### config.mk
export PLATFORM = sky130hd
export DESIGN_NAME = fmed_top
export DESIGN_NICKNAME = d
export VERILOG_FILES = /design/src/verilog/fmed_pkg.sv /design/src/verilog/fmed_axis.sv /design/src/verilog/fmed_debounce.sv /design/src/verilog/fmed_top.sv
export SDC_FILE = /design/constraint.sdc
export NUM_CORES = 1
export LEC_CHECK = 0
export BUFFER_PORTS_ARGS = -buffer_cell sky130_fd_sc_hd__buf_2
export CORE_ASPECT_RATIO = 1.2
export CORE_MARGIN = 2
export CORE_UTILIZATION = 40
export CTS_CLUSTER_SIZE = 10
export DETAILED_ROUTE_END_ITERATION = 7
export GPL_TIMING_DRIVEN = 1
export PLACE_DENSITY = 0.66
export SETUP_SLACK_MARGIN = 0.5
export SYNTH_ARGS = -nofsm -noshare
export SYNTH_HDL_FRONTEND = slang
export SYNTH_SLANG_ARGS = --single-unit
export TNS_END_PERCENT = 50
### constraint.sdc
create_clock -name clk -period 3.6 [get_ports clk]
set_clock_uncertainty 0.2 [all_clocks]
set_input_delay 0.54 -clock clk [delete_from_list [all_inputs] [get_ports clk]]
set_output_delay 0.54 -clock clk [all_outputs]
set_load 0.05 [all_outputs]
### src/verilog/fmed_pkg.sv
/*
 * fmed_pkg: shared constants and types of the freefall/motion event detector.
 * Assumes the register port offsets are the byte addresses of the device map.
 */
package fmed_pkg;

	////////////////////////////////////////////////////////////////////////////
	// register map
	localparam logic [7:0] FMED_CFG_ADDR = 8'h15;
	localparam logic [7:0] FMED_SRC_ADDR = 8'h16;
	localparam logic [7:0] FMED_CFG_RST = 8'h00;
	localparam logic [7:0] FMED_SRC_RST = 8'h00;
	localparam logic [7:0] FMED_CFG_WMASK = 8'hf8;
	localparam logic [7:0] FMED_RD_UNMAPPED = 8'h00;

	////////////////////////////////////////////////////////////////////////////
	// field positions
	localparam int FMED_CFG_LATCH_BIT = 7;
	localparam int FMED_CFG_OR_BIT = 6;
	localparam int FMED_CFG_Z_BIT = 5;
	localparam int FMED_CFG_Y_BIT = 4;
	localparam int FMED_CFG_X_BIT = 3;
	localparam int FMED_SRC_EA_BIT = 7;
	localparam int FMED_SRC_ZERO_BIT = 6;

	////////////////////////////////////////////////////////////////////////////
	// widths and axis indices
	localparam int FMED_THS_W = 7;
	localparam int FMED_CNT_W = 8;
	localparam int FMED_AXES = 3;
	localparam int FMED_AX_X = 0;
	localparam int FMED_AX_Y = 1;
	localparam int FMED_AX_Z = 2;

	////////////////////////////////////////////////////////////////////////////
	// register layouts, msb first
	typedef struct packed {
		logic event_latch_en;
		logic or_and_select;
		logic z_axis_enable;
		logic y_axis_enable;
		logic x_axis_enable;
		logic [2:0] zero;
	} fmed_cfg_t;

	typedef struct packed {
		logic high_flag;
		logic polarity;
	} fmed_axis_t;

	typedef struct packed {
		logic event_active;
		logic zero;
		fmed_axis_t z_axis;
		fmed_axis_t y_axis;
		fmed_axis_t x_axis;
	} fmed_src_t;

endpackage : fmed_pkg

### src/verilog/fmed_axis.sv
/*
 * fmed_axis: magnitude compare of one axis sample against the threshold.
 * Assumes the sample is two's complement in threshold units and on clk.
 */
module fmed_axis
	import fmed_pkg::*;
#(
	parameter int ACC_W = 8
) (
	// sample and threshold
	input wire logic [ACC_W-1:0] accel,
	input wire logic [FMED_THS_W-1:0] threshold_value,
	// result
	output logic high,
	output logic negative
);

	initial begin
		if (ACC_W < FMED_THS_W + 1) begin
			$error("fmed_axis: ACC_W too narrow for the threshold");
		end
	end

	wire logic [ACC_W-1:0] neg_accel;
	wire logic [ACC_W-1:0] magnitude;
	wire logic [ACC_W-1:0] ths_ext;

	// negating in ACC_W bits gives the right magnitude even for the most negative code
	assign neg_accel = ACC_W'(~accel + 1'b1);
	assign negative = accel[ACC_W-1];
	assign magnitude = negative ? neg_accel : accel;
	assign ths_ext = {{(ACC_W-FMED_THS_W){1'b0}}, threshold_value};
	assign high = magnitude > ths_ext;

endmodule : fmed_axis

### src/verilog/fmed_debounce.sv
/*
 * fmed_debounce: saturating debounce counter stepped once per data sample.
 * Assumes sample_valid is a one-cycle pulse from logic on clk.
 */
module fmed_debounce
	import fmed_pkg::*;
(
	// clock and reset
	input wire logic clk,
	input wire logic sys_rst,
	// control
	input wire logic sample_valid,
	input wire logic condition,
	input wire logic debounce_mode,
	input wire logic [FMED_CNT_W-1:0] debounce_count_value,
	input wire logic clear,
	// count
	output logic [FMED_CNT_W-1:0] cnt_d,
	output logic [FMED_CNT_W-1:0] cnt_q
);

	wire logic at_limit;
	wire logic [FMED_CNT_W-1:0] cnt_up;
	wire logic [FMED_CNT_W-1:0] cnt_down;
	wire logic [FMED_CNT_W-1:0] cnt_step;

	assign at_limit = cnt_q >= debounce_count_value;
	assign cnt_up = at_limit ? debounce_count_value : FMED_CNT_W'(cnt_q + 1'b1);
	assign cnt_down = (cnt_q == '0) ? '0 : FMED_CNT_W'(cnt_q - 1'b1);
	// lapse: mode 1 drops to zero, mode 0 walks down one per sample
	assign cnt_step = condition ? cnt_up : (debounce_mode ? '0 : cnt_down);
	assign cnt_d = clear ? '0 : (sample_valid ? cnt_step : cnt_q);

	always_ff @(posedge clk) begin
		if (sys_rst) begin
			cnt_q <= '0;
		end else begin
			cnt_q <= cnt_d;
		end
	end

endmodule : fmed_debounce

### src/verilog/fmed_top.sv
/*
 * fmed_top: freefall/motion event detector with its config and source registers.
 * Assumes an I2C slave in front drives the register port and that samples,
 * threshold, count and routing bits come from logic on clk.
 */
module fmed_top
	import fmed_pkg::*;
#(
	parameter int ACC_W = 8
) (
	// clock and reset
	input wire logic clk,
	input wire logic sys_rst,
	// register port behind the serial slave
	input wire logic [7:0] reg_addr,
	input wire logic reg_wr,
	input wire logic [7:0] reg_wdata,
	input wire logic reg_rd,
	output logic [7:0] reg_rdata_q,
	output logic reg_rvalid_q,
	// samples at output data rate
	input wire logic sample_valid,
	input wire logic [FMED_AXES-1:0][ACC_W-1:0] accel,
	// settings held in neighbouring registers
	input wire logic [FMED_THS_W-1:0] threshold_value,
	input wire logic debounce_mode,
	input wire logic [FMED_CNT_W-1:0] debounce_count_value,
	input wire logic motion_irq_enable,
	input wire logic motion_irq_route,
	// event outputs
	output logic event_active,
	output logic irq_pin1_q,
	output logic irq_pin2_q
);

	initial begin
		if (ACC_W < FMED_THS_W + 1) begin
			$error("fmed_top: ACC_W too narrow for the threshold");
		end
		// the flag packing below is written for three axes and byte-wide registers
		if (FMED_AXES != 3) begin
			$error("fmed_top: FMED_AXES must be 3");
		end
		if ($bits(fmed_cfg_t) != 8 || $bits(fmed_src_t) != 8) begin
			$error("fmed_top: register layouts must be one byte");
		end
	end

	////////////////////////////////////////////////////////////////////////////
	// helpers

	function automatic logic [FMED_AXES-1:0] axis_enables(input fmed_cfg_t cfg);
		axis_enables = {cfg.z_axis_enable, cfg.y_axis_enable, cfg.x_axis_enable};
	endfunction : axis_enables

	function automatic logic [5:0] pack_axes(input fmed_axis_t [FMED_AXES-1:0] ax);
		pack_axes = {ax[FMED_AX_Z], ax[FMED_AX_Y], ax[FMED_AX_X]};
	endfunction : pack_axes

	function automatic logic addr_hit(input logic [7:0] addr, input logic [7:0] target);
		addr_hit = addr == target;
	endfunction : addr_hit

	// one route bit steers the event to exactly one of the two pins
	function automatic logic route_pin(input logic live, input logic route, input logic want);
		route_pin = live & (route == want);
	endfunction : route_pin

	////////////////////////////////////////////////////////////////////////////
	// registers

	fmed_cfg_t cfg_q;
	fmed_cfg_t cfg_d;
	logic ea_q;
	logic ea_d;
	fmed_axis_t [FMED_AXES-1:0] flags_q;
	fmed_axis_t [FMED_AXES-1:0] flags_d;

	////////////////////////////////////////////////////////////////////////////
	// register port decode

	wire logic cfg_sel;
	wire logic src_sel;
	wire logic cfg_write;
	wire logic src_read;

	assign cfg_sel = addr_hit(reg_addr, FMED_CFG_ADDR);
	assign src_sel = addr_hit(reg_addr, FMED_SRC_ADDR);
	assign cfg_write = reg_wr & cfg_sel;
	assign src_read = reg_rd & src_sel;
	// low three bits are not stored and read zero
	assign cfg_d = cfg_write ? fmed_cfg_t'(reg_wdata & FMED_CFG_WMASK) : cfg_q;

	////////////////////////////////////////////////////////////////////////////
	// per-axis compare

	wire logic [FMED_AXES-1:0] ax_en;
	wire logic [FMED_AXES-1:0] ax_high;
	wire logic [FMED_AXES-1:0] ax_neg;
	fmed_axis_t [FMED_AXES-1:0] live_flags;

	assign ax_en = axis_enables(cfg_q);

	genvar gi;
	generate
		for (gi = 0; gi < FMED_AXES; gi++) begin : g_axis
			fmed_axis #(
				.ACC_W(ACC_W)
			) u_axis (
				.accel(accel[gi]),
				.threshold_value(threshold_value),
				.high(ax_high[gi]),
				.negative(ax_neg[gi])
			);
			// polarity only means something while the axis is high
			assign live_flags[gi].high_flag = ax_high[gi] & ax_en[gi];
			assign live_flags[gi].polarity = ax_high[gi] & ax_neg[gi] & ax_en[gi];
		end
	endgenerate

	////////////////////////////////////////////////////////////////////////////
	// axis combination

	wire logic any_en;
	wire logic freefall_cond;
	wire logic motion_cond;
	wire logic condition;

	// freefall over no axes would be vacuously true, hence any_en
	assign any_en = |ax_en;
	assign freefall_cond = any_en & (&(~ax_high | ~ax_en));
	assign motion_cond = |(ax_high & ax_en);
	assign condition = any_en & (cfg_q.or_and_select ? motion_cond : freefall_cond);

	////////////////////////////////////////////////////////////////////////////
	// debounce

	wire logic latch_on;
	wire logic ea_set;
	wire logic latched_read;
	wire logic cnt_clear;
	wire logic [FMED_CNT_W-1:0] cnt_d;
	wire logic [FMED_CNT_W-1:0] cnt_q;

	assign latch_on = cfg_q.event_latch_en;
	// a read that meets a new event loses: the event and its count survive
	assign latched_read = latch_on & src_read & ~ea_set;
	// unlatched reads leave the count alone, so polling cannot shorten an event
	assign cnt_clear = latched_read;

	fmed_debounce u_debounce (
		.clk(clk),
		.sys_rst(sys_rst),
		.sample_valid(sample_valid),
		.condition(condition),
		.debounce_mode(debounce_mode),
		.debounce_count_value(debounce_count_value),
		.clear(cnt_clear),
		.cnt_d(cnt_d),
		.cnt_q(cnt_q)
	);

	////////////////////////////////////////////////////////////////////////////
	// event-active flag

	wire logic unlatched_clr;
	wire logic ea_clr;
	wire logic lapse_sample;
	wire logic cnt_at_max;
	wire logic at_count;
	wire logic [FMED_CNT_W-1:0] cnt_inc;

	// judged on the uncleared step: the read clear itself depends on ea_set
	assign cnt_inc = FMED_CNT_W'(cnt_q + 1'b1);
	assign cnt_at_max = cnt_q >= debounce_count_value;
	assign at_count = cnt_at_max | (cnt_inc == debounce_count_value);
	assign ea_set = sample_valid & condition & at_count;
	assign lapse_sample = sample_valid & ~condition;
	// mode 0 holds until the count is walked back to zero; mode 1 drops at once
	assign unlatched_clr = lapse_sample & (debounce_mode | (cnt_d == '0));
	assign ea_clr = latch_on ? latched_read : unlatched_clr;
	assign ea_d = ea_set | (ea_q & ~ea_clr);

	////////////////////////////////////////////////////////////////////////////
	// axis flags

	wire logic frozen;
	wire logic flag_load;

	// latch mode only: unlatched flags keep following the live status
	assign frozen = latch_on & ea_q;
	assign flag_load = sample_valid & ~frozen;
	assign flags_d = latched_read ? '0 : (flag_load ? live_flags : flags_q);

	////////////////////////////////////////////////////////////////////////////
	// read data

	fmed_src_t src_view;
	wire logic [5:0] flag_bits;
	wire logic [5:0] en_mask;
	wire logic [7:0] rd_mux;
	wire logic [7:0] reg_rdata_d;
	wire logic reg_rvalid_d;

	assign en_mask = {{2{ax_en[FMED_AX_Z]}}, {2{ax_en[FMED_AX_Y]}}, {2{ax_en[FMED_AX_X]}}};
	assign flag_bits = pack_axes(flags_q) & en_mask;
	assign src_view = fmed_src_t'({ea_q, 1'b0, flag_bits});
	// unmapped addresses read zero; the rest of the map lives outside this block
	assign rd_mux = src_sel ? src_view : (cfg_sel ? cfg_q : FMED_RD_UNMAPPED);
	assign reg_rdata_d = reg_rd ? rd_mux : reg_rdata_q;
	assign reg_rvalid_d = reg_rd;

	////////////////////////////////////////////////////////////////////////////
	// interrupt gating

	wire logic irq_live;
	wire logic irq_pin1_d;
	wire logic irq_pin2_d;

	assign irq_live = ea_q & motion_irq_enable;
	assign irq_pin1_d = route_pin(irq_live, motion_irq_route, 1'b1);
	assign irq_pin2_d = route_pin(irq_live, motion_irq_route, 1'b0);
	assign event_active = ea_q;

	////////////////////////////////////////////////////////////////////////////
	// state

	always_ff @(posedge clk) begin
		if (sys_rst) begin
			cfg_q <= fmed_cfg_t'(FMED_CFG_RST);
		end else begin
			cfg_q <= cfg_d;
		end
	end

	always_ff @(posedge clk) begin
		if (sys_rst) begin
			ea_q <= FMED_SRC_RST[FMED_SRC_EA_BIT];
		end else begin
			ea_q <= ea_d;
		end
	end

	always_ff @(posedge clk) begin
		if (sys_rst) begin
			flags_q <= '0;
		end else begin
			flags_q <= flags_d;
		end
	end

	// read data holds between reads so a slow serial slave can fetch it late
	always_ff @(posedge clk) begin
		if (sys_rst) begin
			reg_rdata_q <= 8'h00;
		end else begin
			reg_rdata_q <= reg_rdata_d;
		end
	end

	always_ff @(posedge clk) begin
		if (sys_rst) begin
			reg_rvalid_q <= 1'b0;
		end else begin
			reg_rvalid_q <= reg_rvalid_d;
		end
	end

	always_ff @(posedge clk) begin
		if (sys_rst) begin
			irq_pin1_q <= 1'b0;
			irq_pin2_q <= 1'b0;
		end else begin
			irq_pin1_q <= irq_pin1_d;
			irq_pin2_q <= irq_pin2_d;
		end
	end

endmodule : fmed_top
==> flow_summary_export.csv <==
group,metric,value,unit
critical_path,worst_r2r_path_depth,9,
routing,avgViaCountPerCell,5.35,
clock_network,clockRootBuffer,"clkbuf_8",
timing,worst_slack,-0.0273,ns
power_and_ir_drop,irDropWorstVdd,0.325,mV
power_and_ir_drop,power,1.66,mW
synth,synth-seq-cells,31,
power_and_ir_drop,total_leakage_power,1.76,nW
timing,max-slew-margin-rel,0.714,
timing,min_period,3.63,ns
floorplan,die-height,97.6,um
finish,multi_input_area,0.00227,mm2
routing,drc,0,
clock_network,h-tree-depth,2,
synth,synthTopCellsByArea,"dfxtp_1 21%, ha_1 15%, xnor2_1 7.2%, a21oi_1 4.8%, mux2i_1 4.1%",
finish,antennaDiodeCount,0,
placement,post-dp-hpwl,6.07,mm
synth,synth.avg_cell_area,7.82,um2
critical_path,worstSetupPathType,"input port to flip-flop",
timing,holdWs,0.219,ns
finish,fin_nets,571,
clock_network,clk_path_buf_depth,2,
synth,synth_ff_type,"dfxtp_1",
routing,first_pass_iters,4,
timing,slew_violations,0,
synth,syn-cell-area,0.00292,mm2
synth,async_flop_share,0,
routing,wl_per_cell,13.4,um
finish,final_area,0.00385,mm2
clock_network,cts_sinks,31,
routing,vias,3016,
critical_path,required,3.60,ns
synth,synth_edf_count,0,
timing,fin_crit_sh,1.01,
clock_network,cts_tree,"yes",
global_route,grt_usage,0.194,
global_route,overflow,0,
synth,ys_seq_area_frac,0.213,
clock_network,cts_hold_buf,0,
timing,worstMarginPinSlew,0.426,ns
clock_network,cts_buffers,5,
clock_network,cts.reportedPaths.clkPinSlew,0.07,ns
floorplan,core_area,0.00715,mm2
synth,synthCells,373,
critical_path,path_max_fanout,4,
global_route,grt_max_degree,20,
synth,yosys_warnings,0,
placement,place_ws,-0.379,ns
global_route,antenna_found_initial,0,
status,violations,"setup timing",
synth,syn_nets,471,
floorplan,die_x,82.0,um
clock_network,worstSkewPairLatency,0.28,ns
placement,io_buffers,71,
floorplan,pin_count,75,
status,outcome,"finished with violations",
critical_path,crit_arrival,3.62,ns
timing,finalSetupViolCount,2,
finish,fill_cells,700,
power_and_ir_drop,powerDensity,431,mW/mm2
placement,place.gp.congestion,0.901,
routing,drtIter0Drc,111,
hold_path,hold_depth,2,
global_route,grt_pass1_wl,12.6,mm
routing,wl,7.55,mm
timing,rsz0062_at_grt,"true",
floorplan,row_count,34,
timing,fmax,0.276,GHz
synth,yosys.cell_types.count,54,
flow_run,cap_violations,0,
finish,area_growth,32.1,%
finish,seq_area,621,um2
floorplan,dieArea,0.00800,mm2
placement,placed_area,0.00356,mm2
synth,yosys.area.top_type_share,0.213,
hold_path,hp-class,"input port to flip-flop",
critical_path,cp-end-kind,"flip-flop",
global_route,grt_pass1_vias,2899,
timing,tns,-0.0529,ns
timing,hold_viol_final,0,
routing,detail-route-antenna-nets,0,
critical_path,startpoint_type,"input port",
floorplan,start_util,0.408,
synth,synth_top_area_cell,"dfxtp_1",
finish,drive_gt1_frac,0.308,
## sequential cells by signal, indices dropped and copies added, names as in the netlist
signal            flops
u_debounce.cnt_q      8
irq_pin1_q            1
reg_rdata_q           8
flags_q               6
cfg_q                 1
reg_rvalid_q          1
irq_pin2_q            1
latch_on              1
ax_en                 3
event_active          1
## report_power, final
group / switching (mW) / total [mW] / internal (mW)
Sequential: 0.0850 / 0.460 / 0.375
Clock: 0.131 / 0.304 / 0.174
Combinational: 0.475 / 0.897 / 0.422
## per-layer routing
layer  track usage  part of all wire
met5             0                 0
met4        0.0615             0.019
met3        0.0260             0.036
met2         0.360              0.52
met1         0.222              0.43
## cell families (layout without fill, tap and decap cells)
group | count (synthesis) | count (layout) | share of synthesized area
fa+ha+maj | 35 | 35 | 0.150
buf+inv | 42 | 142 | 0.0579
flops | 31 | 31 | 0.213
mux | 16 | 16 | 0.0605
compound gates | 85 | 86 | 0.195
xor+xnor | 29 | 29 | 0.0870
simple gates | 135 | 135 | 0.237
## metrics by stage
stage,std cells,utilization
4_1_cts,563,0.533
6_report,564,0.539
5_1_grt,564,0.539
3_5_place_dp,550,0.498
3_3_place_gp,550,0.498
2_1_floorplan,373,-
## what timing repair did
action | in CTS | in global routing
setup endpoints to repair | 15 | 15
cloned | 1 | 0
pin swaps | 14 | 3
resized for setup | 23 | 10
setup buffers | 4 | 1
## layout by cell type, fill, tap and decap left out, drive strengths merged, types with 3 or more instances in the layout
cell    count
nand4       5
nor3       10
nor2b       7
o31ai       8
o211ai      7
or3         7
dfxtp      31
nor2       31
mux2        3
nand3      15
inv        29
buf       104
nand2      32
and3        4
a21oi      28
clkbuf      7
ha         35
a211oi     10
xor2        5
nand2b      7
o21ai      17
nor4        7
xnor2      24
mux2i      13
## critical path, stage by stage
cell,delay (ns)
buf_6,0.09
or3_4,0.38
or3_4,0.39
nand2_4,0.07
xnor2_2,0.06
ha_1,0.30
nand3_2,0.11
nor2_4,0.12
a211oi_2,0.05
o31ai_2,0.27
and3_4,0.26
mux2i_4,0.31
mux2_4,0.33
a21boi_1,0.13
o32ai_1,0.21
## worst paths after layout
check | startpoint | slack, ns | end
worst max-delay path | accel[16] | -0.03 | event_active
worst min-delay path | motion_irq_route | 0.22 | irq_pin2_q
worst max register to register | u_debounce.cnt_q[0] | 0.54 | event_active
worst min register to register | reg_rdata_q[3] | 0.27 | reg_rdata_q[3]
## Yosys cell counts (2+ instances only)
| library cell | number |
|---|---|
| xnor2_1 | 24 |
| a211oi_1 | 9 |
| and3_1 | 3 |
| nand3b_1 | 2 |
| a21oi_1 | 28 |
| o211ai_1 | 7 |
| mux2i_1 | 12 |
| o21a_1 | 2 |
| ha_1 | 35 |
| or3_1 | 7 |
| nor2_1 | 31 |
| inv_1 | 29 |
| mux2_2 | 3 |
| dfxtp_1 | 31 |
| nand3_1 | 15 |
| nand4_1 | 5 |
| nand2b_1 | 7 |
| nand2_1 | 31 |
| xor2_1 | 5 |
| a22oi_1 | 2 |
| nor2b_1 | 7 |
| nor3_1 | 10 |
| o21ai_0 | 17 |
| nor4_1 | 6 |
| buf_2 | 2 |
| clkbuf_1 | 8 |
| o31ai_1 | 8 |
## final cells by class
| type | instances | share of cell area |
|---|---|---|
| clock buffers | 7 | 0.0250 |
| multi-input cells | 301 | 0.589 |
| inverters | 30 | 0.0292 |
| flip-flops and latches | 31 | 0.161 |
| well taps | 90 | 0.0292 |
| clock inverters | 1 | 0.00195 |
| repair buffers | 104 | 0.165 |
(Power assumes the default switching activity.)
